$ cat config.mk
export PLATFORM = sky130hd
export DESIGN_NAME = efc_flow_port
export DESIGN_NICKNAME = d
export VERILOG_FILES = /design/src/efc_pkg.sv /design/src/efc_flow_port.sv /design/src/efc_rx_mon.sv
export SDC_FILE = /design/constraint.sdc
export NUM_CORES = 1
export LEC_CHECK = 0
export BUFFER_PORTS_ARGS = -buffer_cell sky130_fd_sc_hd__buf_2
export CELL_PAD_IN_SITES_DETAIL_PLACEMENT = 1
export CELL_PAD_IN_SITES_GLOBAL_PLACEMENT = 2
export CORE_MARGIN = 2
export CORE_UTILIZATION = 35
export CTS_BUF_LIST = sky130_fd_sc_hd__clkbuf_16
export DETAILED_ROUTE_END_ITERATION = 12
export PLACE_DENSITY = 0.83
export SYNTH_ARGS = -nofsm -noshare
export SYNTH_HDL_FRONTEND = slang
export SYNTH_SLANG_ARGS = --single-unit
$ cat constraint.sdc
create_clock -name clock_in -period 4.16 [get_ports clock_in]
set_clock_uncertainty 0.05 [all_clocks]
set_input_delay 0.416 -clock clock_in [delete_from_list [all_inputs] [get_ports clock_in]]
set_output_delay 0.416 -clock clock_in [all_outputs]
set_load 0.01 [all_outputs]
$ cat src/efc_pkg.sv
package efc_pkg;
   // Bus map, byte addresses
   localparam logic [7:0] A_GCR = 8'h00;
   localparam logic [7:0] A_FCR = 8'h04;
   localparam logic [7:0] A_QSIZE = 8'h08;
   localparam logic [7:0] A_QHIGH = 8'h0C;
   localparam logic [7:0] A_QLOW = 8'h10;
   localparam logic [7:0] A_QSTAT = 8'h14;
   localparam logic [7:0] A_MFSH = 8'h18;
   localparam logic [7:0] A_MFSL = 8'h1C;
   localparam logic [7:0] A_TXST = 8'h20;
   localparam logic [7:0] A_RXST = 8'h24;
   localparam logic [7:0] A_PINS = 8'h28;
   // general_control_reg fields
   localparam int GCR_AUTO = 0;
   localparam int GCR_JAM = 1;
   localparam int GCR_FDX = 2;
   localparam int GCR_HONOUR = 3;
   localparam int GCR_SPEED100 = 4;
   localparam int GCR_W = 5;
   localparam logic [GCR_W-1:0] GCR_RST = 5'h01;
   // mac_flow_ctrl_reg fields
   localparam int FCR_FLOW_EN = 0;
   localparam int FCR_BUSY = 1;
   localparam int FCR_TIME = 16;
   localparam logic [15:0] PAUSE_TIME_RST = 16'h0050;
   // rx_queue_latched_status fields
   localparam int QS_OVF = 0;
   localparam int QS_HIGH = 1;
   localparam int QS_LOW = 2;
   localparam logic [7:0] QSIZE_RST = 8'h20;
   localparam logic [7:0] QHIGH_RST = 8'h1F;
   localparam logic [7:0] QLOW_RST = 8'h01;
   // Frame length in bytes
   localparam int LEN_W = 12;
   localparam logic [LEN_W-1:0] MAX_FRAME_RST = 12'h7E0;
   localparam logic [47:0] PAUSE_DA = 48'h0180_6200_0001;
   localparam logic [15:0] CTRL_TYPE = 16'h8808;
   // Byte positions after the start delimiter
   localparam int DA_LEN = 6;
   localparam int TYPE_POS = 12;
   localparam logic [3:0] SFD_NIB = 4'hD;
   localparam logic [3:0] JAM_NIB = 4'h5;
   localparam int JAM_BYTES = 4;
   localparam logic [3:0] JAM_NIBBLES = 4'(2 * JAM_BYTES);
   // Link clock generation in the DCE role
   localparam int CLK_HZ = 20_000_000;
   localparam int SLOW_LINK_HZ = 2_500_000;
   localparam logic [3:0] SLOW_HALF = 4'(CLK_HZ / (2 * SLOW_LINK_HZ));
   localparam logic [3:0] FAST_HALF = 4'h1;
   localparam int PIN_W = 9;
   typedef enum logic [1:0] {RX_IDLE, RX_PRE, RX_DATA} efc_rx_e;
endpackage

$ cat src/efc_flow_port.sv
`timescale 1ns/100ps
// How it works
// (RULE_01) Auto mode: hardware owns flow enable and pause request; only high threshold decides.
// (RULE_02) Manual mode: host drives pause request, jam enable and flow enable itself.
// (RULE_03) Host keeps the receive queue size at two units or more.
// (RULE_04) Host keeps high threshold between one and below queue size.
// (RULE_05) Auto flow control is on after reset; host may clear it.
// (RULE_06) Low threshold is status only, never gates pause or jam.
// (RULE_07) Full duplex: one pause per frame received while above high threshold.
// (RULE_08) Host should program 80 slots of 64 bytes as pause time.
// (RULE_09) Pause frames use destination 01-80-62-00-00-01.
// (RULE_10) Host should set thresholds about 96 packets apart.
// (RULE_11) Overflow sets a sticky flag and frames are dropped meanwhile.
// (RULE_12) Host bit decides whether far-end pause frames halt our transmitter.
// (RULE_13) Transmit queue gets no automatic flow control.
// (RULE_14) Half duplex: jam first 4 bytes of each new frame while jamming.
// (RULE_15) Frame in progress at crossing not jammed; stop below threshold.
// (RULE_16) Received pause shows in unsupported and control frame status bits; code sets only the control bit for it.
// (RULE_17) RMII selected by pin: seven signals, 50 MHz reference; code drives reference_clock_out at 2.5 MHz, or clock_in/2 at 100 Mbit/s.
// (RULE_18) MII selected by pin: 17 signals, 25 MHz reference; code drives reference_clock_out at 2.5 MHz, or clock_in/2 at 100 Mbit/s.
// (RULE_19) MII DCE: device drives TX and RX clocks from the reference.
// (RULE_20) MII DTE: PHY drives TX and RX clocks as inputs.
// (RULE_21) Frames longer than programmed maximum, up to 2016 bytes, are rejected.
// (RULE_22) Maximum length in bits is the register value times 8.
// (RULE_23) Frame status words are overwritten by each completed frame.
module efc_flow_port (
   input wire logic clock_in,
   input wire logic rst_in,
   input wire logic hsel_in,
   input wire logic [31:0] haddr_in,
   input wire logic [1:0] htrans_in,
   input wire logic hwrite_in,
   input wire logic [2:0] hsize_in,
   input wire logic [31:0] hwdata_in,
   input wire logic hready_in,
   output logic hreadyout_out,
   output logic [31:0] hrdata_out,
   output logic hresp_out,
   input wire logic reduced_iface_select_pin_in,
   input wire logic dce_role_pin_in,
   input wire logic mii_rx_clk_in,
   output logic mii_rx_clk_out,
   output logic mii_rx_clk_oe_n_out,
   input wire logic mii_tx_clk_in,
   output logic mii_tx_clk_out,
   output logic mii_tx_clk_oe_n_out,
   output logic reference_clock_out,
   input wire logic mii_rx_dv_in,
   input wire logic [3:0] mii_rxd_in,
   output logic mii_tx_en_out,
   output logic [3:0] mii_txd_out,
   input wire logic [7:0] rx_queue_level_in,
   input wire logic rx_queue_overflow_in,
   input wire logic tx_frame_done_in,
   input wire logic [15:0] tx_frame_status_in,
   output logic pause_send_out,
   output logic [15:0] pause_time_out,
   output logic [47:0] pause_dest_out,
   output logic tx_pause_hold_out,
   output logic rx_frame_accept_out,
   output logic rx_frame_reject_out,
   output logic flow_ctrl_enable_out,
   output logic jam_active_out
);
   import efc_pkg::*;

   logic [GCR_W-1:0] gcr;
   logic flow_en_reg, busy_reg, ovf;
   logic [15:0] ptime;
   logic [7:0] qsize, qhigh, qlow;
   logic [LEN_W-1:0] mfs;
   logic [15:0] txst;
   logic [31:0] rxst;
   logic wr_pend;
   logic [7:0] wr_addr;
   logic [PIN_W-1:0] pin_s1, pin_s2;
   logic [1:0] clk_s3;
   logic [3:0] div_cnt;
   logic gen_clk, gen_rise;
   logic [3:0] jam_cnt;
   logic rx_sof, rx_eof, too_long, ctrl_f, unsup_f;
   logic [LEN_W-1:0] rx_len;
   logic [31:0] rd_mux;

   // Pins cross into clock_in through two flops; edges look at s2 and s3 only
   always_ff @(posedge clock_in) begin
      if (rst_in) begin
         pin_s1 <= '0;
         pin_s2 <= '0;
         clk_s3 <= 2'h0;
      end else begin
         pin_s1 <= {mii_rx_clk_in, mii_tx_clk_in, mii_rx_dv_in, mii_rxd_in,
                    reduced_iface_select_pin_in, dce_role_pin_in};
         pin_s2 <= pin_s1;
         clk_s3 <= pin_s2[8:7];
      end
   end
   wire s_dce = pin_s2[0];
   wire s_rmii = pin_s2[1];
   wire [3:0] s_rxd = pin_s2[5:2];
   wire s_dv = pin_s2[6];
   wire rx_pin_rise = pin_s2[8] & ~clk_s3[1];
   wire tx_pin_rise = pin_s2[7] & ~clk_s3[0];
   wire dce_mii = s_dce & ~s_rmii; // see (RULE_18)

   // 10 Mbit/s clock is exact; 100 Mbit/s is capped at clock_in/2 here
   wire [3:0] half_per = gcr[GCR_SPEED100] ? FAST_HALF : SLOW_HALF;
   always_ff @(posedge clock_in) begin
      if (rst_in) begin
         div_cnt <= 4'h0;
         gen_clk <= 1'b0;
         gen_rise <= 1'b0;
      end else begin
         gen_rise <= 1'b0;
         if (div_cnt + 4'h1 >= half_per) begin
            div_cnt <= 4'h0;
            gen_clk <= ~gen_clk;
            gen_rise <= ~gen_clk;
         end else begin
            div_cnt <= div_cnt + 4'h1;
         end
      end
   end
   assign reference_clock_out = gen_clk; // see (RULE_17)
   assign mii_rx_clk_out = gen_clk; // see (RULE_19)
   assign mii_tx_clk_out = gen_clk; // see (RULE_19)
   assign mii_rx_clk_oe_n_out = ~dce_mii; // see (RULE_20)
   assign mii_tx_clk_oe_n_out = ~dce_mii; // see (RULE_20)
   wire rx_tick = dce_mii ? gen_rise : rx_pin_rise;
   wire tx_tick = dce_mii ? gen_rise : tx_pin_rise;

   efc_rx_mon u_rx (
      .clock_in(clock_in),
      .rst_in(rst_in),
      .tick_in(rx_tick),
      .dv_in(s_dv),
      .rxd_in(s_rxd),
      .max_len_in(mfs),
      .sof_out(rx_sof),
      .eof_out(rx_eof),
      .len_out(rx_len),
      .too_long_out(too_long),
      .ctrl_out(ctrl_f),
      .unsup_out(unsup_f)
   );

   // Only the receive queue feeds flow control; see (RULE_13)
   wire auto = gcr[GCR_AUTO];
   wire fdx = gcr[GCR_FDX];
   wire above_high = rx_queue_level_in > qhigh;
   wire below_low = rx_queue_level_in < qlow; // see (RULE_06)
   wire flow_en_eff = auto | flow_en_reg; // see (RULE_01)
   wire jam_req = auto ? above_high : gcr[GCR_JAM]; // see (RULE_01)
   wire jam_active = flow_en_eff & ~fdx & jam_req;
   wire pause_fire = flow_en_eff & fdx & (auto ? (rx_eof & above_high) : busy_reg); // see (RULE_07)

   // Bus write lands in the data phase; hready is always high
   wire addr_ok = hsel_in & hready_in & htrans_in[1];
   wire do_wr = wr_pend;
   wire wr_gcr = do_wr && wr_addr == A_GCR;
   wire wr_fcr = do_wr && wr_addr == A_FCR;
   wire ovf_clr = do_wr && wr_addr == A_QSTAT && hwdata_in[QS_OVF];

   always_ff @(posedge clock_in) begin
      if (rst_in) begin
         wr_pend <= 1'b0;
         wr_addr <= 8'h00;
         gcr <= GCR_RST; // see (RULE_05)
         flow_en_reg <= 1'b0;
         busy_reg <= 1'b0;
         ptime <= PAUSE_TIME_RST;
         qsize <= QSIZE_RST;
         qhigh <= QHIGH_RST;
         qlow <= QLOW_RST;
         mfs <= MAX_FRAME_RST;
         ovf <= 1'b0;
      end else begin
         wr_pend <= addr_ok & hwrite_in;
         wr_addr <= haddr_in[7:0];
         if (wr_gcr) gcr <= hwdata_in[GCR_W-1:0];
         if (wr_fcr) ptime <= hwdata_in[FCR_TIME +: 16];
         if (wr_fcr && !auto) flow_en_reg <= hwdata_in[FCR_FLOW_EN]; // see (RULE_01)
         // A new request beats the clear so none is lost; turning auto on drops it
         if (wr_fcr && hwdata_in[FCR_BUSY] && !auto) busy_reg <= 1'b1;
         else if (pause_fire || auto || (wr_gcr && hwdata_in[GCR_AUTO])) busy_reg <= 1'b0;
         if (do_wr && wr_addr == A_QSIZE) qsize <= hwdata_in[7:0];
         if (do_wr && wr_addr == A_QHIGH) qhigh <= hwdata_in[7:0];
         if (do_wr && wr_addr == A_QLOW) qlow <= hwdata_in[7:0];
         if (do_wr && wr_addr == A_MFSH) mfs[LEN_W-1:8] <= hwdata_in[LEN_W-9:0];
         if (do_wr && wr_addr == A_MFSL) mfs[7:0] <= hwdata_in[7:0];
         // Set wins over a simultaneous clear
         if (rx_queue_overflow_in) ovf <= 1'b1; // see (RULE_11)
         else if (ovf_clr) ovf <= 1'b0;
      end
   end

   always_comb begin
      rd_mux = 32'h0000_0000;
      unique case (haddr_in[7:0])
         A_GCR: rd_mux[GCR_W-1:0] = gcr;
         A_FCR: rd_mux = {ptime, 14'h0000, auto ? pause_send_out : busy_reg, flow_en_eff};
         A_QSIZE: rd_mux[7:0] = qsize;
         A_QHIGH: rd_mux[7:0] = qhigh;
         A_QLOW: rd_mux[7:0] = qlow;
         A_QSTAT: rd_mux[2:0] = {below_low, above_high, ovf};
         A_MFSH: rd_mux[LEN_W-9:0] = mfs[LEN_W-1:8];
         A_MFSL: rd_mux[7:0] = mfs[7:0];
         A_TXST: rd_mux[15:0] = txst;
         A_RXST: rd_mux = rxst;
         A_PINS: rd_mux[1:0] = {s_dce, s_rmii}; // see (RULE_17)
         default: rd_mux = 32'h0000_0000;
      endcase
   end

   always_ff @(posedge clock_in) begin
      if (rst_in) begin
         hrdata_out <= 32'h0000_0000;
         txst <= 16'h0000;
         rxst <= 32'h0000_0000;
         pause_send_out <= 1'b0;
         tx_pause_hold_out <= 1'b0;
         rx_frame_accept_out <= 1'b0;
         rx_frame_reject_out <= 1'b0;
         jam_cnt <= 4'h0;
      end else begin
         if (addr_ok && !hwrite_in) hrdata_out <= rd_mux;
         if (tx_frame_done_in) txst <= tx_frame_status_in; // see (RULE_23)
         if (rx_eof) rxst <= {6'h00, unsup_f, ctrl_f, 8'h00, 3'h0, too_long, rx_len}; // see (RULE_23)
         pause_send_out <= pause_fire; // see (RULE_07)
         tx_pause_hold_out <= rx_eof & ctrl_f & ~unsup_f & gcr[GCR_HONOUR]; // see (RULE_12)
         rx_frame_reject_out <= rx_eof & (too_long | rx_queue_overflow_in); // see (RULE_21)
         rx_frame_accept_out <= rx_eof & ~too_long & ~rx_queue_overflow_in; // see (RULE_11)
         // Decided at start of frame, so a frame already running is spared
         if (rx_sof && jam_active && jam_cnt == 4'h0) jam_cnt <= JAM_NIBBLES; // see (RULE_15)
         else if (tx_tick && jam_cnt != 4'h0) jam_cnt <= jam_cnt - 4'h1; // see (RULE_14)
      end
   end

   assign hreadyout_out = 1'b1;
   assign hresp_out = 1'b0;
   assign mii_tx_en_out = jam_cnt != 4'h0;
   assign mii_txd_out = JAM_NIB;
   assign pause_time_out = ptime;
   assign pause_dest_out = PAUSE_DA; // see (RULE_09)
   assign flow_ctrl_enable_out = flow_en_eff;
   assign jam_active_out = jam_active;
endmodule

$ cat src/efc_rx_mon.sv
`timescale 1ns/100ps
module efc_rx_mon (
   input wire logic clock_in,
   input wire logic rst_in,
   input wire logic tick_in,
   input wire logic dv_in,
   input wire logic [3:0] rxd_in,
   input wire logic [efc_pkg::LEN_W-1:0] max_len_in,
   output logic sof_out,
   output logic eof_out,
   output logic [efc_pkg::LEN_W-1:0] len_out,
   output logic too_long_out,
   output logic ctrl_out,
   output logic unsup_out
);
   import efc_pkg::*;

   efc_rx_e state;
   logic half;
   logic [3:0] lo_nib;
   logic [LEN_W-1:0] cnt;
   logic [7:0] type_hi;
   logic da_miss;
   logic is_ctrl;
   wire [7:0] rx_byte = {rxd_in, lo_nib};
   wire cnt_full = &cnt;

   function automatic logic [7:0] da_byte(input logic [LEN_W-1:0] idx);
      da_byte = PAUSE_DA[8 * (DA_LEN - 1 - int'(idx)) +: 8];
   endfunction

   always_ff @(posedge clock_in) begin
      sof_out <= 1'b0;
      eof_out <= 1'b0;
      if (rst_in) begin
         state <= RX_IDLE;
         half <= 1'b0;
         lo_nib <= 4'h0;
         cnt <= '0;
         type_hi <= 8'h00;
         da_miss <= 1'b0;
         is_ctrl <= 1'b0;
         len_out <= '0;
         too_long_out <= 1'b0;
         ctrl_out <= 1'b0;
         unsup_out <= 1'b0;
      end else if (tick_in) begin
         unique case (state)
            RX_IDLE: begin
               if (dv_in) begin
                  sof_out <= 1'b1;
                  state <= RX_PRE;
                  cnt <= '0;
                  half <= 1'b0;
                  da_miss <= 1'b0;
                  is_ctrl <= 1'b0;
               end
            end
            RX_PRE: begin
               if (!dv_in) begin
                  eof_out <= 1'b1;
                  state <= RX_IDLE;
               end else if (rxd_in == SFD_NIB) begin
                  state <= RX_DATA;
               end
            end
            RX_DATA: begin
               if (!dv_in) begin
                  // Counts DA through CRC, preamble excluded; see (RULE_21)
                  eof_out <= 1'b1;
                  state <= RX_IDLE;
                  len_out <= cnt;
                  too_long_out <= cnt > max_len_in; // see (RULE_22)
                  ctrl_out <= is_ctrl; // see (RULE_16)
                  unsup_out <= is_ctrl & da_miss; // see (RULE_16)
               end else if (!half) begin
                  lo_nib <= rxd_in;
                  half <= 1'b1;
               end else begin
                  half <= 1'b0;
                  // Saturates so a runaway frame still reads as too long
                  if (!cnt_full) cnt <= cnt + 1'b1;
                  if (cnt < DA_LEN && rx_byte != da_byte(cnt)) da_miss <= 1'b1; // see (RULE_09)
                  if (cnt == TYPE_POS) type_hi <= rx_byte;
                  if (cnt == TYPE_POS + 1) is_ctrl <= {type_hi, rx_byte} == CTRL_TYPE;
               end
            end
         endcase
      end
   end
endmodule

### Word level (Yosys, flattened, before mapping)

Cells that the tools add are included.

* flip-flop bits (word level): 212
* bits in latches: 0
* RAM bits: 0
* ROM bits: 0
* bits of input ports: 109
* output and inout port bits: 114
* logic and storage cells: 206
* memories kept: 0

* add/sub/neg operators: 4
* $mul: 0
* divide/modulo/power cells: 0
* magnitude comparators: 5
* equality and inequality tests: 32
* shift operators: 1
* mux-type cells: 43
* bitwise gates (word level): 35
* reduce and logical (&&, ||, !) cells: 46

Operators by type and width (count)
* $eq A8 B5 Y1 const B: 8
* $mux W12: 4
* $shiftx A48 B32 Y8 const A: 1
* $eq A8 B4 Y1 const B: 4
* $pmux W16 S2: 1
* $eq A12 B4 Y1 const B: 2
* $eq A8 B6 Y1 const B: 3
* $pmux W12 S2: 1
* $pmux W2 S11: 1
* $mux W1: 20
* $and A1 B1 Y1: 18
* $logic_and A1 B1 Y1: 18
* $pmux W3 S6: 1
* $reduce_and A6 Y1: 3
* $eq A16 B16 Y1 const B: 1
* $eq A8 B3 Y1 const B: 2
* $logic_not A8 Y1: 2
* $pmux W8 S2: 1
* $not A1 Y1: 15
* $sub A3 B12 Y13 const A: 1
* $add A12 B1 Y12 const B: 1
* $gt A12 B12 Y1: 1
* $lt A12 B3 Y1 const B: 1
* $reduce_and A12 Y1: 1
* 32 further kinds: 55

### Longest topological paths before layout

Gate-level depths: netlist of the first run.

* depth after elaboration: 8
* depth in mapped cells: 9
* gate-level depth less buffers: 7

### Cells and area by module

Synthesis of the first run repeated with hierarchy kept, for this count alone.

* cells, all modules: 1119
* area, all modules: 9768.1 um^2

By module, submodules not included
* efc_flow_port: instances 1, cells each 825, area each 7253.2 um^2, seq. area each 3323.2 um^2
* efc_rx_mon: instances 1, cells each 294, area each 2514.9 um^2, seq. area each 920.9 um^2

### Least setup slack after synthesis of the first run

Ideal clock, no wire load.

* path kind: reg-to-reg
* start: reg u_rx.cnt[1]
* end: reg u_rx.cnt[0]
* setup time: 67 ps
* arrival: 1951 ps
* data required time: 4043 ps
* slack: 2092 ps
* cell stages (with the launch flop): 9
* path buffers: 2
* clock period less this slack: 2068 ps
* cells stage by stage: dfxtp_1 ha_1 nand4_2 or4_1 nand4_2 buf_6 buf_12 nand2_1 a21oi_2

* longest elaborated chain between the ends: 3

RTL lines
* from (decl): line efc_rx_mon.sv:21 `logic [LEN_W-1:0] cnt;`
* from (signal assigned): line efc_rx_mon.sv:82 `if (!cnt_full) cnt <= cnt + 1'b1;`
* $reduce_and A12 Y1: line efc_rx_mon.sv:26 `wire cnt_full = &cnt;`
* $ne A2 B2 Y1 (no source line)
* $reduce_and A6 Y1 (no source line)

Every way passes these cells.
A chain may end at the register's enable or synchronous reset.

### Final worst setup path of the first run

* start: reg qhigh[5]
* end: out jam_active_out

* longest elaborated chain between the ends: 3

RTL lines
* from (decl): line efc_flow_port.sv:70 `logic [7:0] qsize, qhigh, qlow;`
* from (signal assigned): line efc_flow_port.sv:187 `if (do_wr && wr_addr == A_QHIGH) qhigh <= hwdata_in[7:0];`
* $gt A8 B8 Y1: line efc_flow_port.sv:150 `wire above_high = rx_queue_level_in > qhigh;`
* $mux W1: line efc_flow_port.sv:153 `wire jam_req = auto ? above_high : gcr[GCR_JAM];`
* $and A1 B1 Y1: line efc_flow_port.sv:154 `wire jam_active = flow_en_eff & ~fdx & jam_req;`
* to (decl): line efc_flow_port.sv:63 `output logic jam_active_out`

Every way passes these cells.

==> run_results.csv, run 1 <==
group,metric,value,unit
floorplan,boundaryPins,223,
cts,clockBufferDepth,3,
floorplan,die_h,172,um
setup_path,r2r_cells,6,
floorplan,die_w,172,um
final_layout,multiInputGateArea,5000,um^2
final_layout,seq_area,4240,um^2
synth,synth-seq-cells,212,
power_and_ir_drop,combPwrFrac,5.8,%
timing,slew_violations,0,
final_layout,final_area,11300,um^2
power_and_ir_drop,switching_power,0.994,mW
floorplan,die_area,29600,um^2
placed_design,io_buffers,132,
routing,via_per_inst,5.08,
power_and_ir_drop,seq_power_share,49.1,%
synth,synth-edff-count,0,
final_layout,diodes,0,
power_and_ir_drop,p_clk_share,45.2,%
timing,hold_violations,0,
setup_path,end_kind,"primary output",
final_layout,instances_no_fill,1561,
setup_path,criticalPathCategory,"reg2out",
placed_design,place_area,10600,um^2
final_layout,largest_reg_flops,32,
timing,tightest_slew,1060,ps
cts,ctsHoldBuffers,0,
setup_path,cp_cell_sequence,"inv_1, ha_1, nand4_1, a21oi_1, nor2_1, a21boi_0, buf_2",
power_and_ir_drop,sw_frac_of_total,23.5,%
final_layout,layout-drive-gt1-share,16.8,%
routing,drt-initial-drc-count,356,
setup_path,cpPeakStageDelay,410,ps
synth,syn_area,9900,um^2
power_and_ir_drop,peakVddDrop,311,uV
power_and_ir_drop,power_density,374,nW/um^2
global_route,grt_pass1_wl,42.1,mm
setup_path,cp.required,3690,ps
synth,synthFlopType,"dfxtp_1",
timing,fin_hold_ws,60.4,ps
routing,wl_per_cell,17.3,um
timing,rsz0062_at_grt,"false",
global_route,grt_pass1_vias,7770,
setup_path,crit_path_max_fanout,3,
routing,dr.pass1.iters,4,
cts,root_buffer,"clkbuf_16",
min_path,min_to,"pause_time_out[4]$_SDFFE_PP1P_",
timing,finalCritPeriodShare,66.0,%
timing,fin_tns_setup,0,ps
power_and_ir_drop,internal_power,3.24,mW
timing,setup-violations-final,0,
global_route,grt_start_max_net_pins,79,
global_route,track_usage,17.9,%
routing,drc,0,
global_route,overflow,0,
final_layout,regMostFlops,"hrdata_out",
setup_path,rr_startpoint,"wr_addr[1]$_SDFF_PP0_",
timing,period_minus_slack,2750,ps
floorplan,start_util,35.6,%
synth,syn_inst,1060,
min_path,hp-class,"in2reg",
min_path,worstHoldStart,"hwdata_in[20]",
run_status,status,"finished clean",
setup_path,critPathLaunchType,"flop",
routing,postRouteAntennaNets,0,
routing,wl,27.0,mm
cts,cts_tree,"yes",
cts,cts_made_buffers,24,
power_and_ir_drop,finalPower,4.24,mW
setup_path,r2r_end,"qsize[4]$_SDFFE_PP0P_",
final_layout,areaGrowthSynthToFinish,14.6,%
cts,cts.htree.levels,1,
floorplan,coreArea,27800,um^2
setup_path,crit_path_top_delay_cell,"dfxtp_1",
synth,syn_area_per_cell,9.34,um^2
timing,relSlewSlack,29.5,%
synth,synthDistinctLibCells,73,
synth,yosysWarnings,0,
min_path,holdPathStages,3,
setup_path,r2r_setup_slack,1540,ps
synth,synth-seq-area-share,42.9,%
setup_path,crit_arrival,2280,ps
final_layout,fillers,3323,
routing,num_vias,7933,
cts,post-cts-setup-buffers,0,
timing,max_freq,0.364,GHz
placed_design,place_congestion,0.793,
placed_design,dp_hpwl,19.4,mm
cts,cts-resized-gates,0,
flow_run,cap_viol_max_count,0,
final_layout,finalNetCount,1319,
synth,synthArstFlopShare,0,%
cts,cts.sinks,212,
global_route,antenna_found_initial,1,
cts,clk_latency,530,ps
floorplan,num_rows,61,
power_and_ir_drop,p_leak,4.96,nW
placed_design,dp_cells,1522,
cts,clk_pin_slew_worst_paths,60,ps
-- layout make-up --
class | count | area share [%]
clock buffers | 24 | 5.30
clock inverters | 15 | 0.894
inverters | 43 | 1.42
multi-input cells | 744 | 44.1
flip-flops and latches | 212 | 37.4
well taps | 378 | 4.17
repair buffers | 145 | 6.71
-- synth_stat cells, drive strengths merged (3+ instances only) --
cell       n  area (um^2)
a211oi     6         45.0
a21boi     4         30.0
a21o       5         37.5
a21oi     38          194
a22o       6         52.6
a22oi     30          225
a2bb2oi    5         43.8
a311oi     4         35.0
a31oi      3         18.8
and3       8         50.1
buf       79          561
clkbuf    35          131
dfxtp    212         4240
ha        40          500
inv       42          158
mux2       4         45.0
mux2i    121         1210
nand2     53          199
nand2b     5         31.3
nand3     21          105
nand3b     6         45.0
nand4     18          140
nand4b     6         52.6
nor2     145          544
nor2b     34          213
nor3      12         60.1
nor3b      6         45.0
nor4       8         86.3
nor4b      8          104
o211ai    12         90.1
o21ai     21          105
o22ai      3         18.8
o31ai      7         52.6
or2        3         18.8
or3        7         47.5
or4        8         63.8
xnor2      3         26.3
xor2       4         35.0
-- cell usage in the layout (no fill, tap or decap), types with 5 or more instances in the layout --
| master | n |
|---|---|
| a22oi_1 | 30 |
| nand3_1 | 21 |
| a22o_1 | 6 |
| clkbuf_16 | 24 |
| o21ai_1 | 10 |
| nor3b_1 | 6 |
| and3_1 | 8 |
| nor2b_1 | 34 |
| a2bb2oi_1 | 5 |
| nand3b_1 | 6 |
| nor2_1 | 145 |
| buf_2 | 131 |
| ha_1 | 40 |
| buf_4 | 14 |
| nand4_1 | 15 |
| a211oi_1 | 6 |
| inv_1 | 49 |
| dfxtp_1 | 212 |
| o21ai_0 | 11 |
| o211ai_1 | 12 |
| nand2_1 | 53 |
| nor4_1 | 5 |
| nand4b_1 | 6 |
| conb_1 | 55 |
| a21oi_1 | 37 |
| a21o_1 | 5 |
| nor3_1 | 12 |
| nand2b_1 | 5 |
| o31ai_1 | 7 |
| mux2i_1 | 121 |
| or4_1 | 7 |
-- per-stage QoR --
stage / util [%] / setup slack [ps]
floorplan: - / 2090
global placement: 38.3 / 1570
detailed placement: 38.3 / 1570
CTS: 40.8 / 1370
global route: 40.8 / 1280
finish: 40.8 / 1410
-- power by group through the flow --
stage	clock [mW]	sequential (mW)	combinational (mW)
after floorplan	0	2.12	0.188
after global placement	0	2.12	0.242
after detailed placement	0	2.12	0.245
after CTS	1.97	2.08	0.246
after global routing	2.04	2.08	0.273
final	1.91	2.08	0.244
-- kinds of logic (layout without fill, tap and decap cells) --
group,Yosys count,after routing,share of synthesized area (%)
adder cells (fa/ha/maj),40,40,5.06
multiplexers,125,125,12.7
buffers and inverters,157,227,8.62
AO/OA/AOI/OAI,160,160,11.0
other,2,55,0.0759
flip-flops,212,212,42.9
XOR/XNOR,7,7,0.620
AND/OR/NAND/NOR,357,357,19.0
-- how the worst max path moves through the flow --
stage / cells after the start / from / to / slack, ps
2_1_floorplan: 8 / u_rx.cnt[1]$_SDFFE_PP0P_ / u_rx.cnt[0]$_SDFFE_PP0P_ / 2090
6_report: 7 / qhigh[5]$_SDFFE_PP0P_ / jam_active_out / 1410
3_3_place_gp: 5 / haddr_in[4] / hrdata_out[31]$_SDFFE_PP0P_ / 1570
4_1_cts: 7 / qhigh[5]$_SDFFE_PP0P_ / jam_active_out / 1370
3_5_place_dp: 5 / haddr_in[4] / hrdata_out[29]$_SDFFE_PP0P_ / 1570
5_1_grt: 7 / qhigh[5]$_SDFFE_PP0P_ / jam_active_out / 1280
-- critical path, delay by kind of cell, from the launching register on --
kind	cells	cell delay, ps
adder cells (fa/ha/maj)	1	290
flip-flops	1	410
buffers and inverters	2	220
AO/OA/AOI/OAI	2	530
AND/OR/NAND/NOR	2	310
-- metal layers --
| layer | GRT usage, % | wire [um] | up-vias | part of all wire [%] |
|---|---|---|---|---|
| li1 | - | - | 3829 | - |
| met1 | 23.8 | 12400 | 3878 | 46 |
| met2 | 31.1 | 12700 | 194 | 47 |
| met3 | 2.77 | 1550 | 30 | 5.7 |
| met4 | 3.43 | 363 | 2 | 1.3 |
| met5 | 0 | 9 | - | 0.033 |
(Power assumes the default switching activity.)
==> inputs of run 2 (changes only) <==
--- a/config.mk
+++ b/config.mk
@@ -9,10 +9,10 @@
 export CELL_PAD_IN_SITES_DETAIL_PLACEMENT = 1
 export CELL_PAD_IN_SITES_GLOBAL_PLACEMENT = 2
 export CORE_MARGIN = 2
-export CORE_UTILIZATION = 35
+export CORE_UTILIZATION = 33
 export CTS_BUF_LIST = sky130_fd_sc_hd__clkbuf_16
 export DETAILED_ROUTE_END_ITERATION = 12
-export PLACE_DENSITY = 0.83
+export PLACE_DENSITY = 0.79
 export SYNTH_ARGS = -nofsm -noshare
 export SYNTH_HDL_FRONTEND = slang
 export SYNTH_SLANG_ARGS = --single-unit
==> constraint.sdc (replaced) <==
create_clock -name clock_in -period 2.7 [get_ports clock_in]
set_clock_uncertainty 0.05 [all_clocks]
set_input_delay 0.27 -clock clock_in [delete_from_list [all_inputs] [get_ports clock_in]]
set_output_delay 0.27 -clock clock_in [all_outputs]
set_load 0.01 [all_outputs]
==> run_results.csv, run 2 (synthesis gave the netlist of run 1 again) <==
group,metric,value,unit
cts,root_buffer,"clkbuf_16",
routing,drt-initial-drc-count,340,
timing,fin_tns_setup,0,ps
routing,via_per_inst,4.95,
cts,post-cts-setup-buffers,0,
routing,postRouteAntennaNets,0,
timing,finalCritPeriodShare,94.5,%
power_and_ir_drop,p_clk_share,45.2,%
routing,dr.pass1.iters,4,
power_and_ir_drop,peakVddDrop,322,uV
run_status,status,"finished clean",
routing,wl,28.9,mm
floorplan,num_rows,63,
timing,slew_violations,0,
setup_path,cpPeakStageDelay,430,ps
cts,clk_latency,530,ps
min_path,min_to,"mfs[6]$_SDFFE_PP1P_",
power_and_ir_drop,internal_power,5.04,mW
global_route,grt_start_max_net_pins,166,
floorplan,boundaryPins,223,
final_layout,instances_no_fill,1651,
final_layout,largest_reg_flops,32,
timing,setup-violations-final,0,
final_layout,seq_area,4240,um^2
power_and_ir_drop,power_density,553,nW/um^2
floorplan,die_area,31400,um^2
setup_path,r2r_cells,5,
global_route,antenna_found_initial,0,
final_layout,fillers,3416,
setup_path,cp_cell_sequence,"inv_1, ha_1, a211oi_1, o21bai_1, nor2_1, a21boi_0, buf_2",
floorplan,die_w,177,um
power_and_ir_drop,switching_power,1.63,mW
setup_path,r2r_setup_slack,380,ps
final_layout,regMostFlops,"hrdata_out",
power_and_ir_drop,p_leak,5.30,nW
flow_run,cap_viol_max_count,0,
setup_path,critical-path-top-delay-family,"compound AO/OA/AOI/OAI gates",
timing,relSlewSlack,44.2,%
final_layout,diodes,0,
timing,period_minus_slack,2550,ps
setup_path,rr_startpoint,"wr_addr[1]$_SDFF_PP0_",
global_route,grt_pass1_wl,44.9,mm
routing,wl_per_cell,17.5,um
cts,cts.sinks,212,
final_layout,final_common_cell,"dfxtp_1",
timing,tightest_slew,837,ps
placed_design,io_buffers,132,
min_path,holdPathStages,3,
timing,hold_violations,0,
final_layout,layout-drive-gt1-share,17.5,%
setup_path,crit_path_top_delay_cell,"o21bai_1",
setup_path,crit_path_max_fanout,3,
power_and_ir_drop,sw_frac_of_total,24.5,%
cts,cts.htree.levels,1,
floorplan,start_util,33.5,%
placed_design,dp_cells,1550,
cts,cts_tree,"yes",
final_layout,final_cell_mix,"212 x dfxtp_1, 145 x nor2_1, 131 x buf_2, 121 x mux2i_1, 56 x dlygate4sd3_1",
global_route,track_usage,18.0,%
power_and_ir_drop,seq_power_share,48.0,%
final_layout,areaGrowthSynthToFinish,22.1,%
final_layout,multiInputGateArea,5010,um^2
setup_path,end_kind,"primary output",
placed_design,place_congestion,0.772,
power_and_ir_drop,combPwrFrac,6.8,%
global_route,overflow,0,
routing,num_vias,8178,
routing,drc,0,
cts,cts_made_buffers,25,
setup_path,crit_arrival,2230,ps
setup_path,cp.required,2380,ps
global_route,grt_pass1_vias,8173,
timing,max_freq,0.392,GHz
min_path,hp-class,"in2reg",
power_and_ir_drop,finalPower,6.68,mW
setup_path,criticalPathCategory,"reg2out",
setup_path,crit_buf_inv,2,
floorplan,coreArea,29600,um^2
final_layout,finalNetCount,1392,
setup_path,critPathLaunchType,"flop",
setup_path,r2r_end,"mfs[1]$_SDFFE_PP0P_",
floorplan,die_h,177,um
cts,clockBufferDepth,3,
cts,clk_pin_slew_worst_paths,60,ps
placed_design,dp_hpwl,20.1,mm
min_path,worstHoldStart,"hwdata_in[6]",
timing,rsz0062_at_grt,"false",
[run 2: cell count changes in the layout (fill, tap and decap cells not counted), moves of 2 or more]
cell and delta:
clkinv_2 +3, buf_4 +15, inv_6 +2, inv_1 -4, clkinv_1 +5, dlygate4sd3_1 +56
[run 2: worst max-delay path by stage]
stage	from	endpoint	slack [ps]	cells past startpoint
6_report	qhigh[5]$_SDFFE_PP0P_	jam_active_out	150	7
5_1_grt	qhigh[6]$_SDFFE_PP0P_	jam_active_out	40	7
4_1_cts	qhigh[6]$_SDFFE_PP0P_	jam_active_out	80	7
3_5_place_dp	u_rx.state[0]$_SDFFE_PP0P_	u_rx.cnt[11]$_SDFFE_PP0P_	260	7
3_3_place_gp	u_rx.state[0]$_SDFFE_PP0P_	u_rx.cnt[9]$_SDFFE_PP0P_	320	7
2_1_floorplan	u_rx.cnt[1]$_SDFFE_PP0P_	u_rx.cnt[0]$_SDFFE_PP0P_	630	8
[run 2: layer usage]
metal / vias to the layer above / GRT usage [%] / part of all wire, %
li1: 3975 / - / -
met1: 3963 / 23.5 / 46
met2: 193 / 31.1 / 47
met3: 47 / 2.34 / 4.9
met4: 0 / 5.13 / 2.4
met5: - / 0 / 0
[run 2: area by class of cell]
cell class                      instances  area share, %
Clock inverter                         20          0.828
Timing Repair Buffer                  217           12.0
Inverter                               43           1.34
Tap cell                              390           4.04
Clock buffer                           25           5.18
Multi-Input combinational cell        744           41.5
Sequential cell                       212           35.1
[run 2: power by group through the flow]
| stage | Sequential (mW) | Clock (mW) | Combinational [mW] |
|---|---|---|---|
| after floorplan | 3.26 | 0 | 0.289 |
| after global placement | 3.27 | 0 | 0.385 |
| after detailed placement | 3.27 | 0 | 0.392 |
| after CTS | 3.20 | 3.11 | 0.456 |
| after global routing | 3.21 | 3.25 | 0.501 |
| final | 3.20 | 3.02 | 0.456 |
[run 2: worst min-delay path: stages]
cell     delay, ps
buf_2          150
mux2i_1         90
nand2_1         60
[run 2: repair_timing]
action / 4_1_cts / 5_1_grt
hold buffers: 56 / 0
hold endpoints to repair: 51 / 0
setup endpoints to repair: 0 / 2
gates resized for setup: 0 / 2
[run 2: through the flow]
step                setup slack [ps]  utilization (%)  instance area (um^2)  hold WS [ps]
finish                           150             40.9                 12100          25.7
global route                    41.4             40.9                 12100          20.8
CTS                             83.4             40.8                 12100          5.26
detailed placement               264             36.5                 10800           375
global placement                 321             36.5                 10800           372
floorplan                        632                -                 10100           297
==> inputs of run 3 (changes only) <==
--- a/config.mk
+++ b/config.mk
@@ -12,7 +12,7 @@
 export CORE_UTILIZATION = 33
 export CTS_BUF_LIST = sky130_fd_sc_hd__clkbuf_16
 export DETAILED_ROUTE_END_ITERATION = 12
-export PLACE_DENSITY = 0.79
+export PLACE_DENSITY = 0.83
 export SYNTH_ARGS = -nofsm -noshare
 export SYNTH_HDL_FRONTEND = slang
 export SYNTH_SLANG_ARGS = --single-unit
==> run_results.csv, run 3 (synthesis gave the netlist of run 1 again) <==
group,metric,value,unit
final_layout,final_common_cell,"dfxtp_1",
floorplan,die_w,177,um
floorplan,num_rows,63,
setup_path,critPathLaunchType,"flop",
cts,clk_latency,530,ps
global_route,antenna_found_initial,0,
routing,num_vias,8064,
min_path,worstHoldStart,"hwdata_in[5]",
floorplan,boundaryPins,223,
timing,finalCritPeriodShare,93.3,%
setup_path,r2r_end,"u_rx.cnt[11]$_SDFFE_PP0P_",
placed_design,io_buffers,132,
timing,fin_hold_ws,14.1,ps
timing,slew_violations,0,
timing,tightest_slew,930,ps
floorplan,coreArea,29600,um^2
routing,via_per_inst,4.92,
routing,wl_per_cell,17.2,um
routing,dr.pass1.iters,4,
min_path,holdPathStages,3,
placed_design,dp_hpwl,19.9,mm
global_route,grt_start_max_net_pins,176,
final_layout,layout-drive-gt1-share,17.4,%
final_layout,diodes,0,
timing,max_freq,0.397,GHz
setup_path,crit_path_max_fanout,3,
timing,hold_violations,0,
power_and_ir_drop,p_leak,5.27,nW
setup_path,r2r_cells,7,
routing,wl_met3,1.49,mm
run_status,status,"finished clean",
routing,drt-initial-drc-count,372,
final_layout,seq_area,4240,um^2
power_and_ir_drop,power_density,575,nW/um^2
timing,period_minus_slack,2520,ps
power_and_ir_drop,peakVddDrop,403,uV
timing,setup-violations-final,0,
final_layout,areaGrowthSynthToFinish,21.6,%
floorplan,die_h,177,um
routing,wl_met1,12.7,mm
cts,cts.sinks,212,
min_path,hp-class,"in2reg",
min_path,min_to,"mfs[5]$_SDFFE_PP1P_",
setup_path,end_kind,"primary output",
timing,relSlewSlack,38.0,%
setup_path,r2r_setup_slack,270,ps
final_layout,fillers,3456,
floorplan,die_area,31400,um^2
cts,cts_made_buffers,26,
routing,drc,0,
setup_path,crit_arrival,2200,ps
final_layout,largest_reg_flops,32,
timing,rsz0062_at_grt,"false",
timing,fin_tns_setup,0,ps
routing,postRouteAntennaNets,0,
setup_path,cp.required,2380,ps
routing,met2_length,13.5,mm
cts,cts.htree.levels,1,
cts,post-cts-setup-buffers,0,
setup_path,rr_startpoint,"u_rx.state[0]$_SDFFE_PP0P_",
placed_design,place_congestion,0.792,
routing,top_layer,"met4",
final_layout,finalNetCount,1379,
flow_run,cap_viol_max_count,0,
final_layout,multiInputGateArea,5010,um^2
final_layout,final_cell_mix,"212 x dfxtp_1, 145 x nor2_1, 131 x buf_2, 121 x mux2i_1, 55 x conb_1",
cts,cts_tree,"yes",
global_route,overflow,0,
routing,wl,28.2,mm
floorplan,start_util,33.5,%
global_route,track_usage,17.7,%
cts,root_buffer,"clkbuf_16",
global_route,grt_pass1_wl,44.4,mm
setup_path,criticalPathCategory,"reg2out",
final_layout,regMostFlops,"hrdata_out",
global_route,grt_pass1_vias,8143,
cts,clockBufferDepth,3,
cts,clk_pin_slew_worst_paths,60,ps
run 3: routing by layer:
| layer | vias up | GRT usage [%] |
|---|---|---|
| li1 | 3953 | - |
| met1 | 3882 | 22.6 |
| met2 | 191 | 31.1 |
| met3 | 38 | 2.81 |
| met4 | 0 | 3.99 |
| met5 | - | 0 |
run 3: where the power goes:
group          switching (mW)  internal (mW)
Sequential             0.0326           3.18
Clock                    1.30           1.97
Combinational           0.261          0.179
Total                    1.60           5.33
run 3: area by class of cell:
type / instances / area share [%]
Tap cell: 390 / 4.06
Clock buffer: 27 / 5.62
Sequential cell: 212 / 35.3
Multi-Input combinational cell: 744 / 41.6
Timing Repair Buffer: 203 / 11.0
Inverter: 43 / 1.34
Clock inverter: 19 / 1.08
run 3: worst max-delay path by stage:
stage	startpoint	to	slack, ps	cells after the start
after CTS	qhigh[5]$_SDFFE_PP0P_	jam_active_out	100	7
final	qhigh[5]$_SDFFE_PP0P_	jam_active_out	180	6
after global routing	qhigh[5]$_SDFFE_PP0P_	jam_active_out	2	7
after global placement	u_rx.state[0]$_SDFFE_PP0P_	u_rx.cnt[7]$_SDFFE_PP0P_	360	7
after floorplan	u_rx.cnt[1]$_SDFFE_PP0P_	u_rx.cnt[0]$_SDFFE_PP0P_	630	8
after detailed placement	u_rx.state[0]$_SDFFE_PP0P_	u_rx.cnt[9]$_SDFFE_PP0P_	260	7
run 3: what timing repair did:
action / in CTS / in global routing
endpoints found under the hold margin: 47 / 0
hold buffers: 46 / 0
resized for setup: 0 / 3
setup endpoints to repair: 0 / 1
run 3: through the flow:
stage / utilization [%] / setup WS [ps] / total power [mW] / cells / area [um^2]
4_1_cts: 40.7 / 98.2 / 7.01 / 1638 / 12000
3_5_place_dp: 36.4 / 264 / 3.66 / 1546 / 10800
2_1_floorplan: - / 632 / 3.55 / 1113 / 10100
6_report: 40.7 / 181 / 6.92 / 1638 / 12000
5_1_grt: 40.7 / 2.31 / 7.21 / 1638 / 12000
3_3_place_gp: 36.4 / 362 / 3.65 / 1546 / 10800
run 3: worst max-delay path, stage by stage (launching register included):
cell and delay [ps]:
dfxtp_1 390, inv_1 70, ha_1 310, nand4_1 210, o311a_1 400, a21boi_0 120, buf_2 160
